<file path="config.mk">
export PLATFORM = sky130hd
export DESIGN_NAME = disk_security_command_handler
export DESIGN_NICKNAME = d
export VERILOG_FILES = /design/src/rtl/sec_pkg.sv /design/src/rtl/disk_security_command_handler.sv /design/src/rtl/pw_store.sv /design/src/rtl/zero_sweep.sv
export SDC_FILE = /design/constraint.sdc
export NUM_CORES = 1
export LEC_CHECK = 0
export BUFFER_PORTS_ARGS = -buffer_cell sky130_fd_sc_hd__buf_2
export CAP_MARGIN = 20
export CORE_ASPECT_RATIO = 0.75
export CORE_UTILIZATION = 56
export CTS_CLUSTER_SIZE = 16
export DETAILED_ROUTE_END_ITERATION = 10
export PLACE_DENSITY = 0.79
export SLEW_MARGIN = 20
export SYNTH_ARGS = -nofsm -noshare
export SYNTH_HDL_FRONTEND = slang
export SYNTH_SLANG_ARGS = --single-unit
export TNS_END_PERCENT = 100
</file>
<file path="constraint.sdc">
create_clock -name clk -period 6 [get_ports clk]
set_input_delay 0.3 -clock clk [delete_from_list [all_inputs] [get_ports clk]]
set_output_delay 0.3 -clock clk [all_outputs]
set_load 0.02 [all_outputs]
</file>
<file path="src/rtl/sec_pkg.sv">
// Shared constants for the disk security command handler.
package sec_pkg;
  // Command codes seen on the task-file command register.
  localparam logic [7:0] CMD_SET_PW = 8'hF1;
  localparam logic [7:0] CMD_UNLOCK = 8'hF2;
  localparam logic [7:0] CMD_ERASE_PREP = 8'hF3;
  localparam logic [7:0] CMD_ERASE = 8'hF4;
  localparam logic [7:0] CMD_FREEZE = 8'hF5;
  localparam logic [7:0] CMD_DISABLE_PW = 8'hF6;

  // Parameter sector layout, in 16-bit words.
  localparam int SEL_BIT = 0;
  localparam int LEVEL_BIT = 8;
  localparam logic [7:0] CTRL_WORD = 8'h00;
  localparam logic [7:0] PW_FIRST = 8'h01;
  localparam logic [7:0] PW_LAST = 8'h10;
  localparam logic [7:0] REV_WORD = 8'h11;
  localparam logic [7:0] LAST_WORD = 8'hFF;

  // Master password revision codes.
  localparam logic [15:0] REV_DEFAULT = 16'hFFFE;
  localparam logic [15:0] REV_MAX_VALID = 16'hFFFD;
  localparam logic [15:0] REV_RESERVED = 16'hFFFF;

  // Password store: two passwords of sixteen words each.
  localparam int PW_AW = 5;
  localparam int PW_DEPTH = 32;
  localparam int WORD_W = 16;

  // Media addressing for the zero sweep.
  localparam int LBA_W = 28;
  localparam logic [27:0] LBA_ZERO = 28'h0000000;
  localparam logic [27:0] LBA_STEP = 28'h0000001;
endpackage

</file>
<file path="src/rtl/disk_security_command_handler.sv">
// Security command handler: erase unit, freeze lock and set password.
`timescale 1ns/1ns
module disk_security_command_handler (
  input wire logic clk,
  input wire logic rst,
  input wire logic hard_reset,
  input wire logic nv_format,
  input wire logic cmd_valid,
  input wire logic [7:0] cmd_code,
  output logic cmd_ready,
  input wire logic data_valid,
  input wire logic [15:0] data_word,
  output logic data_ready,
  output logic done,
  output logic abort_err,
  output logic status_err,
  output logic locked,
  output logic lock_enabled,
  output logic level_max,
  output logic frozen,
  output logic [15:0] rev_code,
  input wire logic [sec_pkg::LBA_W-1:0] native_max_lba,
  input wire logic zero_wr_ready,
  output logic zero_wr_valid,
  output logic [sec_pkg::LBA_W-1:0] zero_wr_lba
);
  typedef enum logic [2:0] {
    ST_IDLE,
    ST_RX,
    ST_CMP,
    ST_END,
    ST_ERASE
  } state_t;

  typedef struct packed {
    state_t st;
    logic ready;
    logic dready;
    logic op_erase;
    logic sel_master;
    logic lvl_new;
    logic [7:0] idx;
    logic [15:0] hold;
    logic mismatch;
    logic [15:0] rev_new;
    logic start;
    logic done;
    logic abort;
    logic prep;
    logic frozen;
    logic locked;
    logic lock_en;
    logic level_max;
    logic [15:0] rev;
  } regs_t;

  regs_t q;
  regs_t d;

  logic acc;
  logic wacc;
  logic is_pw;
  logic fin;
  logic fail;
  logic [7:0] pw_off;
  logic pw_wr;
  logic [sec_pkg::PW_AW-1:0] pw_addr;
  logic [15:0] pw_rd;
  logic sweep_done;

  assign acc = cmd_valid && q.ready;
  assign wacc = data_valid && q.dready;
  assign is_pw = (q.idx >= sec_pkg::PW_FIRST) && (q.idx <= sec_pkg::PW_LAST);
  assign pw_off = q.idx - sec_pkg::PW_FIRST;
  // The selector picks which half of the store is read or written.
  assign pw_addr = {q.sel_master, pw_off[3:0]};
  assign pw_wr = wacc && is_pw && !q.op_erase;

  pw_store u_store (
    .clk(clk),
    .wr_en(pw_wr),
    .wr_addr(pw_addr),
    .wr_data(data_word),
    .rd_addr(pw_addr),
    .rd_data(pw_rd)
  );

  zero_sweep u_sweep (
    .clk(clk),
    .rst(rst),
    .start(q.start),
    .max_lba(native_max_lba),
    .wr_ready(zero_wr_ready),
    .wr_valid(zero_wr_valid),
    .wr_lba(zero_wr_lba),
    .done(sweep_done)
  );

  always_comb begin
    d = q;
    d.done = 1'b0;
    d.start = 1'b0;
    fin = 1'b0;
    fail = 1'b0;
    unique case (q.st)
      ST_IDLE: begin
        if (acc) begin
          d.abort = 1'b0;
          // Any command other than prepare breaks the prepare chain.
          d.prep = 1'b0;
          d.idx = sec_pkg::CTRL_WORD;
          d.mismatch = 1'b0;
          d.rev_new = q.rev;
          case (cmd_code)
            sec_pkg::CMD_ERASE_PREP: begin
              d.prep = 1'b1;
              fin = 1'b1;
            end
            sec_pkg::CMD_FREEZE: begin
              d.frozen = 1'b1;
              fin = 1'b1;
            end
            sec_pkg::CMD_SET_PW: begin
              if (q.frozen) begin
                fin = 1'b1;
                fail = 1'b1;
              end else begin
                d.st = ST_RX;
                d.op_erase = 1'b0;
              end
            end
            sec_pkg::CMD_ERASE: begin
              if (q.frozen || !q.prep) begin
                fin = 1'b1;
                fail = 1'b1;
              end else begin
                d.st = ST_RX;
                d.op_erase = 1'b1;
              end
            end
            sec_pkg::CMD_UNLOCK, sec_pkg::CMD_DISABLE_PW: begin
              fin = 1'b1;
              fail = q.frozen;
            end
            default: begin
              fin = 1'b1;
              fail = 1'b1;
            end
          endcase
        end
      end
      ST_RX: begin
        if (wacc) begin
          d.hold = data_word;
          d.idx = q.idx + 8'h01;
          if (q.idx == sec_pkg::CTRL_WORD) begin
            d.sel_master = data_word[sec_pkg::SEL_BIT];
            d.lvl_new = data_word[sec_pkg::LEVEL_BIT];
          end
          // With locking off the erase never looks at the stored words.
          if (is_pw && q.op_erase && q.lock_en) begin
            d.st = ST_CMP;
          end
          if (q.idx == sec_pkg::REV_WORD && !q.op_erase) begin
            d.rev_new = data_word;
          end
          if (q.idx == sec_pkg::LAST_WORD) begin
            d.st = ST_END;
          end
        end
      end
      ST_CMP: begin
        // Every bit of every password word counts; no padding rule.
        d.mismatch = q.mismatch | (pw_rd != q.hold);
        d.st = ST_RX;
      end
      ST_END: begin
        if (q.op_erase) begin
          if (q.mismatch) begin
            fin = 1'b1;
            fail = 1'b1;
          end else begin
            d.start = 1'b1;
            d.st = ST_ERASE;
          end
        end else begin
          fin = 1'b1;
          if (q.sel_master) begin
            // A master password leaves locking alone at either level.
            if (q.rev_new <= sec_pkg::REV_MAX_VALID) begin
              d.rev = q.rev_new;
            end
          end else begin
            // Armed only; the locked flag moves at the next reset.
            d.lock_en = 1'b1;
            d.level_max = q.lvl_new;
          end
        end
      end
      ST_ERASE: begin
        if (sweep_done) begin
          // The master half of the store is left as it is.
          d.lock_en = 1'b0;
          d.locked = 1'b0;
          fin = 1'b1;
        end
      end
      default: begin
        d.st = ST_IDLE;
      end
    endcase
    if (fin) begin
      d.done = 1'b1;
      d.abort = fail;
      d.st = ST_IDLE;
    end
    if (hard_reset || rst) begin
      d.st = ST_IDLE;
      d.done = 1'b0;
      d.abort = 1'b0;
      d.prep = 1'b0;
      d.start = 1'b0;
      d.locked = q.lock_en;
    end
    // Frozen survives hard reset; only power-on clears it.
    if (rst) begin
      d.frozen = 1'b0;
    end
    // Non-volatile fields change only by command or factory format.
    if (nv_format) begin
      d.lock_en = 1'b0;
      d.level_max = 1'b0;
      d.rev = sec_pkg::REV_DEFAULT;
      d.locked = 1'b0;
    end
    d.ready = (d.st == ST_IDLE);
    d.dready = (d.st == ST_RX);
  end

  always_ff @(posedge clk) begin
    q <= d;
  end

  assign cmd_ready = q.ready;
  assign data_ready = q.dready;
  assign done = q.done;
  assign abort_err = q.abort;
  assign status_err = q.abort;
  assign locked = q.locked;
  assign lock_enabled = q.lock_en;
  assign level_max = q.level_max;
  assign frozen = q.frozen;
  assign rev_code = q.rev;
endmodule

</file>
<file path="src/rtl/pw_store.sv">
// Non-volatile password store with a registered read port.
`timescale 1ns/1ns
module pw_store (
  input wire logic clk,
  input wire logic wr_en,
  input wire logic [sec_pkg::PW_AW-1:0] wr_addr,
  input wire logic [sec_pkg::WORD_W-1:0] wr_data,
  input wire logic [sec_pkg::PW_AW-1:0] rd_addr,
  output logic [sec_pkg::WORD_W-1:0] rd_data
);
  // No reset here: the contents model flash and must survive every reset.
  logic [sec_pkg::WORD_W-1:0] mem [sec_pkg::PW_DEPTH];

  always_ff @(posedge clk) begin
    if (wr_en) begin
      mem[wr_addr] <= wr_data;
    end
    rd_data <= mem[rd_addr];
  end
endmodule

</file>
<file path="src/rtl/zero_sweep.sv">
// Walks every sector from address zero to the native maximum, writing zeros.
`timescale 1ns/1ns
module zero_sweep (
  input wire logic clk,
  input wire logic rst,
  input wire logic start,
  input wire logic [sec_pkg::LBA_W-1:0] max_lba,
  input wire logic wr_ready,
  output logic wr_valid,
  output logic [sec_pkg::LBA_W-1:0] wr_lba,
  output logic done
);
  typedef struct packed {
    logic busy;
    logic [sec_pkg::LBA_W-1:0] lba;
    logic done;
  } sweep_t;

  sweep_t q;
  sweep_t d;

  // Writes only; nothing is read back and no defect record is touched.
  always_comb begin
    d = q;
    d.done = 1'b0;
    if (start && !q.busy) begin
      d.busy = 1'b1;
      d.lba = sec_pkg::LBA_ZERO;
    end else if (q.busy && wr_ready) begin
      if (q.lba == max_lba) begin
        d.busy = 1'b0;
        d.done = 1'b1;
      end else begin
        d.lba = q.lba + sec_pkg::LBA_STEP;
      end
    end
    if (rst) begin
      d = '0;
    end
  end

  always_ff @(posedge clk) begin
    q <= d;
  end

  assign wr_valid = q.busy;
  assign wr_lba = q.lba;
  assign done = q.done;
endmodule

</file>
==> results.md, run 1 <==
| Result | Reported |
|---|---|
| Net switching fraction of the power | 20.5% |
| Power density over the cells | 312 nW/um^2 |
| Instance count along the most critical hold path | 3 |
| Total core area | 43500 sq um |
| CTS tree | built |
| Slowest cell on the critical path | sky130_fd_sc_hd__ha_4 |
| Die width | 245 um |
| Total congestion overflow after global routing | 0 |
| Antenna diode count | 0 |
| Number of synthesized flops with an enable pin | 556 |
| Port Buffer Count | 112 |
| Via count of the first global-routing pass | 12800 |
| Kind of path behind the tightest hold check | in2reg |
| Drt via density | 6.42 |
| Number of antenna violations at the first check in global routing | 2 |
| Netlist area before placement | 24800 sq um |
| Post-synthesis average cell area | 18.6 sq um |
| Total area of multi-input combinational cells | 6230 sq um |
| Setup repair after global routing missed its margin | no |
| Number of register bits inferred by synthesis | 631 |
| Finished Core Util | 64.1% |
| CTS buffer count | 55 |
| Fillers | 2837 |
| Crit path setup slack, layout | 2.39 ns |
| Starting DRT DRC Count | 1682 |
| Final max-slew violation count | 0 |
| Length in cells of the worst reg-to-reg path | 7 |
| Crit-path max FO | 68 |
| Combinational fraction of design power | 4.1% |
| Final ANT Viol Nets | 0 |
| Count of endpoints failing hold in the final timing report | 0 |
| Type of destination of the critical path | flop |
| WS Path Type | reg2reg |
| Most numerous cell types in the synthesized netlist | 556 x sky130_fd_sc_hd__edfxtp_1, 130 x sky130_fd_sc_hd__mux4_2, 78 x sky130_fd_sc_hd__nor2_1 |
| Internal power | 6930 uW |
| Most frequently used flop master after synthesis | sky130_fd_sc_hd__edfxtp_1 |
| Number of distinct library cells after synthesis | 51 |
| Warning count from the yosys run | 0 |
| FF/Latch Area | 18200 sq um |
| Worst skew pair latency | 0.59 ns |
| Clock transition at path regs | 0.07 ns |
| Cell type with the largest total area after synthesis | sky130_fd_sc_hd__edfxtp_1 |
| Req. time, crit path | 6.48 ns |
| Post-route clock skew | 0.0166 ns |
| Routability congestion estimate from global placement | 0.898 |
| Worst rel slew slack | 28.5% |
| Detailed placement HPWL | 35200 um |
| Async S/R FF share, synth | 0% |
| DR DRC count | 0 |
| Origin of the worst setup path | q[57] |
| Die Span Y | 184 um |
| Total via count in the routed design | 13500 |
| Final number of setup-violating endpoints | 0 |
| Crit path arrival time | 4.09 ns |
| Clock Power Share | 40.8% |
| First-pass DRT Iterations | 5 |
| Actual transition at the worst max-transition pin | 1.07 ns |
| Row Count | 66 |
| Cell with the most instances after synthesis | sky130_fd_sc_hd__edfxtp_1 |
| Fmax | 0.277 GHz |
| Start point of the worst hold path | zero_wr_ready |
| Seq/Total Area, Yosys | 73.4% |
| Post-synthesis instance total | 1335 |
| Starting density of the core | 57.0% |
| CTS max path bufs | 3 |
| Root buf cell | sky130_fd_sc_hd__clkbuf_16 |
| Nets@finish | 1539 |
| DIE AREA | 45100 sq um |
| Clock Sinks | 631 |
| Average detailed-routed wire length per instance | 27.7 um |
| Overall track demand over capacity in global routing | 26.0% |
| Boundary Pins | 113 |
| Placement-stage worst setup slack | 2.40 ns |
| Cts repair resizes | 0 |
| Layout cell share with drive strength beyond 1 | 26.3% |
| Crit path launch type | flop |
| Outcome | completed |
| Cell-by-cell trace of the critical path | buf_4 > inv_1 > ha_4 > buf_4 > mux4_2 > mux4_2 > mux2_2 |
| Net count after synthesis | 1401 |
| Clock period minus worst slack | 3.61 ns |
| Largest vdd supply drop | 276 uV |
| First-pass GRT wire length | 84300 um |
| Detailed-route wire length | 58000 um |
| Net Sw Power | 1790 uW |
| Power, Total | 8710 uW |
| Leading cell types by total area after synthesis | sky130_fd_sc_hd__edfxtp_1 67%, sky130_fd_sc_hd__mux4_2 12%, sky130_fd_sc_hd__dfxtp_1 6.1% |
| Leakage power figure | 0.00900 uW |
| Htree depth | 2 |
| Maximum number of pins on one net before global-route repair | 116 |
| CP peak stage delay | 0.93 ns |
| Proportion of netlist area held by the largest area contributor | 67.3% |
| Crit Reg-Reg Startpoint | q[57] |
| Flop pwr share | 55.1% |
| Final period utilization | 60.1% |
| Setup_tns | 0 ns |
| Reported max-cap violation count | 0 |
| Layout overhead on the synthesized area | 12.5% |
## power by group through the flow
stage                     Combinational [uW]  Sequential (uW)  Clock, uW
after floorplan                          185             4890          0
after global placement                   343             4900          0
after detailed placement                 354             4900          0
after CTS                                358             4800       3580
after global routing                     382             4800       3750
final                                    359             4800       3550
## worst max-delay path: cells and delay by family (launching register included)
kind	cells	cell delay, ns
buffers and inverters	3	0.99
adders and majority gates	1	0.93
DFF	1	0.32
muxes	3	1.11
## placed cells by master (no fill, tap or decap), types with 20 or more instances in the layout
| cell type | Yosys | layout |
|---|---|---|
| sky130_fd_sc_hd__xnor2_1 | 20 | 20 |
| sky130_fd_sc_hd__nand4_1 | 24 | 24 |
| sky130_fd_sc_hd__clkbuf_16 | 0 | 57 |
| sky130_fd_sc_hd__a22oi_1 | 61 | 61 |
| sky130_fd_sc_hd__nand3_1 | 22 | 22 |
| sky130_fd_sc_hd__buf_4 | 18 | 43 |
| sky130_fd_sc_hd__mux4_2 | 130 | 130 |
| sky130_fd_sc_hd__dfxtp_1 | 75 | 75 |
| sky130_fd_sc_hd__nand2_1 | 38 | 38 |
| sky130_fd_sc_hd__edfxtp_1 | 556 | 556 |
| sky130_fd_sc_hd__buf_2 | 27 | 112 |
| sky130_fd_sc_hd__nor2_1 | 78 | 77 |
| sky130_fd_sc_hd__a21oi_1 | 20 | 20 |
| sky130_fd_sc_hd__xor2_1 | 52 | 52 |
## cell families (layout without fill, tap and decap cells)
logic type | count (synthesis) | after routing | synth area share, %
flip-flops | 631 | 631 | 73.4
AND/OR/NAND/NOR | 256 | 256 | 5.40
multiplexers | 151 | 151 | 12.7
AO/OA/AOI/OAI | 134 | 134 | 3.87
buffers and inverters | 83 | 266 | 1.66
XOR/XNOR | 73 | 73 | 2.61
adder cells (fa/ha/maj) | 7 | 7 | 0.353
## what timing repair did
| action | CTS | global route |
|---|---|---|
| buffers inserted | 0 | 0 |
| hold buffers | 2 | 0 |
| hold endpoints to repair | 3 | 0 |
## path summary, 6_finish.rpt
check | to | slack, ns
setup / recovery | u_store.rd_data[15] | 2.39
hold / removal | u_sweep.done | 0.04
setup reg to reg | u_store.rd_data[15] | 2.39
hold reg to reg | q[20] | 0.48
## layer usage
| metal | vias up | share of wire (%) | track usage (%) |
|---|---|---|---|
| li1 | 5661 | - | - |
| met1 | 6955 | 40 | 39.1 |
| met2 | 748 | 45 | 37.6 |
| met3 | 94 | 12 | 7.79 |
| met4 | 4 | 2.1 | 6.02 |
| met5 | - | 0.038 | 0 |
## area by class of cell
cell class	instances	area share [%]
well taps	578	2.59
repair buffers	158	3.31
inverters	6	0.0807
clock inverters	34	1.13
flip-flops and latches	631	65.2
multi-input cells	621	22.3
clock buffers	68	5.33
## metrics by stage
step                      hold slack, ns  cells  instance area [sq um]
after floorplan                    0.372   1335                  24800
after global placement             0.456   1992                  26100
after detailed placement           0.468   1992                  26100
after CTS                         0.0226   2096                  27900
after global routing              0.0559   2096                  27900
final                             0.0383   2096                  27900
## sequential cells by signal (all words and copies together), names as in the netlist, 16 cells and up
name / flops
u_store.mem: 512
u_sweep.wr_lba: 28
rev_code: 16
u_store.rd_data: 16
q: 48
(Power assumes the default switching activity.)
==> inputs of run 2 (changes only) <==
--- a/config.mk
+++ b/config.mk
@@ -8,10 +8,10 @@
 export BUFFER_PORTS_ARGS = -buffer_cell sky130_fd_sc_hd__buf_2
 export CAP_MARGIN = 20
 export CORE_ASPECT_RATIO = 0.75
-export CORE_UTILIZATION = 56
+export CORE_UTILIZATION = 55
 export CTS_CLUSTER_SIZE = 16
 export DETAILED_ROUTE_END_ITERATION = 10
-export PLACE_DENSITY = 0.79
+export PLACE_DENSITY = 0.8
 export SLEW_MARGIN = 20
 export SYNTH_ARGS = -nofsm -noshare
 export SYNTH_HDL_FRONTEND = slang
==> constraint.sdc (replaced) <==
create_clock -name clk -period 3 [get_ports clk]
set_input_delay 0.15 -clock clk [delete_from_list [all_inputs] [get_ports clk]]
set_output_delay 0.15 -clock clk [all_outputs]
set_load 0.02 [all_outputs]
==> results.md, run 2 (synthesized netlist as in run 1, its figures left out) <==
| Result | Reported | vs previous |
|---|---|---|
| Final period utilization | 97.1% | +37 points |
| Start point of the worst hold path | cmd_code[3] |  |
| Worst rel slew slack | 29.0% | +0.51 points |
| Clock transition at path regs | 0.06 ns | about the same |
| Crit path arrival time | 3.15 ns | -0.94 ns |
| Req. time, crit path | 3.24 ns | -3.24 ns |
| Maximum number of pins on one net before global-route repair | 46 | -60% |
| Clock period minus worst slack | 2.91 ns | -0.696 ns |
| Number of antenna violations at the first check in global routing | 1 | -1 |
| Total via count in the routed design | 13800 | +2.3% |
| Type of destination of the critical path | flop |  |
| CTS buffer count | 54 | -1.8% |
| Overall track demand over capacity in global routing | 27.1% | +1.1 points |
| Crit-path max FO | 16 | -76% |
| Die width | 247 um | +0.90% |
| Total area of multi-input combinational cells | 6530 sq um | +4.8% |
| Boundary Pins | 113 | unchanged |
| Starting density of the core | 56.5% | -0.54 points |
| Worst min-delay path endpoint | q[67] |  |
| Instance count along the most critical hold path | 4 | +1 |
| Die Span Y | 186 um | +0.90% |
| Outcome | completed |  |
| Detailed placement HPWL | 37700 um | +7.1% |
| Average detailed-routed wire length per instance | 28.7 um | +3.7% |
| Met3 layer wire length in the routed design | 7320 um | +3.8% |
| CTS max path bufs | 3 | unchanged |
| Post-route clock skew | 0.0149 ns | -0.00167 ns |
| DR DRC count | 0 | unchanged |
| First-pass DRT Iterations | 6 | +1 |
| Final ANT Viol Nets | 0 | unchanged |
| Worst skew pair latency | 0.59 ns | about the same |
| Antenna diode count | 0 | unchanged |
| Detailed-route wire length | 61000 um | +5.3% |
| Setup_tns | 0 ns | unchanged |
| Power density over the cells | 621 nW/um^2 | +99% |
| Reg2reg end | u_store.mem[18][7] |  |
| First-pass GRT wire length | 88700 um | +5.2% |
| Setup slack, reg-to-reg | 0.09 ns | -2.30 ns |
| Met1 wire length | 24400 um | +4.4% |
| Commonest cells after routing, fill and taps aside | 556 x sky130_fd_sc_hd__edfxtp_1, 130 x sky130_fd_sc_hd__mux4_2, 112 x sky130_fd_sc_hd__buf_2 |  |
| DIE AREA | 46000 sq um | +1.8% |
| Count of endpoints failing hold in the final timing report | 0 | unchanged |
| Commonest non-fill, non-tap cell in the layout | sky130_fd_sc_hd__edfxtp_1 |  |
| Met2 routed WL | 27900 um | +6.2% |
| Nets@finish | 1571 | +2.1% |
| Total core area | 43900 sq um | +0.95% |
| Total congestion overflow after global routing | 0 | unchanged |
| Drt via density | 6.47 | +0.78% |
| Fmax | 0.343 GHz | +24% |
| Htree depth | 2 | unchanged |
| Setup repair after global routing missed its margin | no |  |
| Via count of the first global-routing pass | 13100 | +2.3% |
| Routability congestion estimate from global placement | 0.979 | +9.0% |
| Final number of setup-violating endpoints | 0 | unchanged |
| Root buf cell | sky130_fd_sc_hd__clkbuf_16 |  |
| Largest vdd supply drop | 537 uV | +94% |
| Kind of path behind the tightest hold check | in2reg |  |
| Row Count | 66 | unchanged |
| CTS tree | built |  |
| Leakage power figure | 0.00926 uW | +2.8% |
| Power, Total | 17800 uW | +100% |
| Flip-flop count of the largest register after layout | 512 | unchanged |
| Clock Sinks | 631 | unchanged |
| Crit Reg-Reg Startpoint | q[62] |  |
| Layout cell share with drive strength beyond 1 | 29.8% | +3.5 points |
| Fillers | 2853 | +0.56% |
| Layout overhead on the synthesized area | 15.2% |  |
| Reported max-cap violation count | 0 | unchanged |
| Actual transition at the worst max-transition pin | 1.06 ns | -0.0134 ns |
| Port Buffer Count | 112 | unchanged |
| Crit path launch type | flop |  |
| Largest reg by FF count | u_store.mem |  |
| Starting DRT DRC Count | 2008 | +19% |
| Final max-slew violation count | 0 | unchanged |
| Length in cells of the worst reg-to-reg path | 5 | -2 |
| FF/Latch Area | 18200 sq um | unchanged |
| WS Path Type | reg2reg |  |
| Highest routed layer | met5 |  |
run 2: changes by cell type in the layout (fill, tap and decap cells not counted), sizes merged:
cell / before / now
buf: 156 / 182
clkbuf: 68 / 61
clkinvlp: 2 / 3
bufinv: 6 / 10
dlygate4sd3: 2 / 9
run 2: report_power, final:
part / internal [uW] / leakage [uW] / switching [uW] / total (uW)
Sequential: 9570 / 0.00558 / 25.9 / 9600
Combinational: 272 / 0.00278 / 519 / 790
Clock: 4210 / 0.000897 / 3150 / 7370
Total: 14100 / 0.00926 / 3700 / 17800
run 2: metal layers:
layer | global-route usage, % | up-vias
li1 | - | 5727
met1 | 40.0 | 7050
met3 | 8.03 | 108
met5 | 0 | -
met4 | 6.55 | 2
met2 | 40.0 | 881
run 2: what timing repair did:
action / CTS / global route
setup endpoints to repair: 0 / 31
buffers inserted: 0 / 1
hold buffers: 9 / 0
resized for setup: 0 / 0
endpoints found under the hold margin: 17 / 0
run 2: worst max-delay path: stages, from the launching register on:
cell and delay [ns]:
sky130_fd_sc_hd__edfxtp_1 0.44, sky130_fd_sc_hd__or3_1 0.45, sky130_fd_sc_hd__a311o_1 0.40, sky130_fd_sc_hd__nor3_4 0.44
sky130_fd_sc_hd__nand2_4 0.30, sky130_fd_sc_hd__nor2_4 0.51
run 2: layout make-up:
class,instances,share of cell area [%]
clock buffer,61,4.89
clock inverter,39,1.56
inverter,6,0.0788
multi-input combinational,621,22.8
sequential,631,63.7
tap,578,2.53
timing repair buffer,191,4.42
run 2: metrics by stage:
stage / std cells / area [sq um] / hold slack, ns / setup slack [ns] / util (%)
final: 2127 / 28600 / 0.0540 / 0.0883 / 65.1
after detailed placement: 2017 / 26600 / 0.430 / 0.0936 / 60.6
after global routing: 2127 / 28600 / 0.0559 / 0.00311 / 65.1
after floorplan: 1335 / 25100 / 0.222 / 0.0245 / -
after global placement: 2017 / 26600 / 0.419 / 0.181 / 60.6
after CTS: 2126 / 28600 / 0.0112 / 0.0558 / 65.0
run 2: worst max path at each step:
stage / from / end / slack (ns) / depth (start not counted)
3_5_place_dp: q[62] / u_store.mem[16][4] / 0.09 / 5
3_3_place_gp: q[62] / u_store.mem[31][11] / 0.18 / 5
6_report: q[62] / u_store.mem[18][7] / 0.09 / 5
4_1_cts: q[62] / u_store.mem[16][14] / 0.06 / 5
2_1_floorplan: q[57] / u_store.mem[16][0] / 0.02 / 10
5_1_grt: q[58] / u_store.mem[18][9] / 0.003 / 7
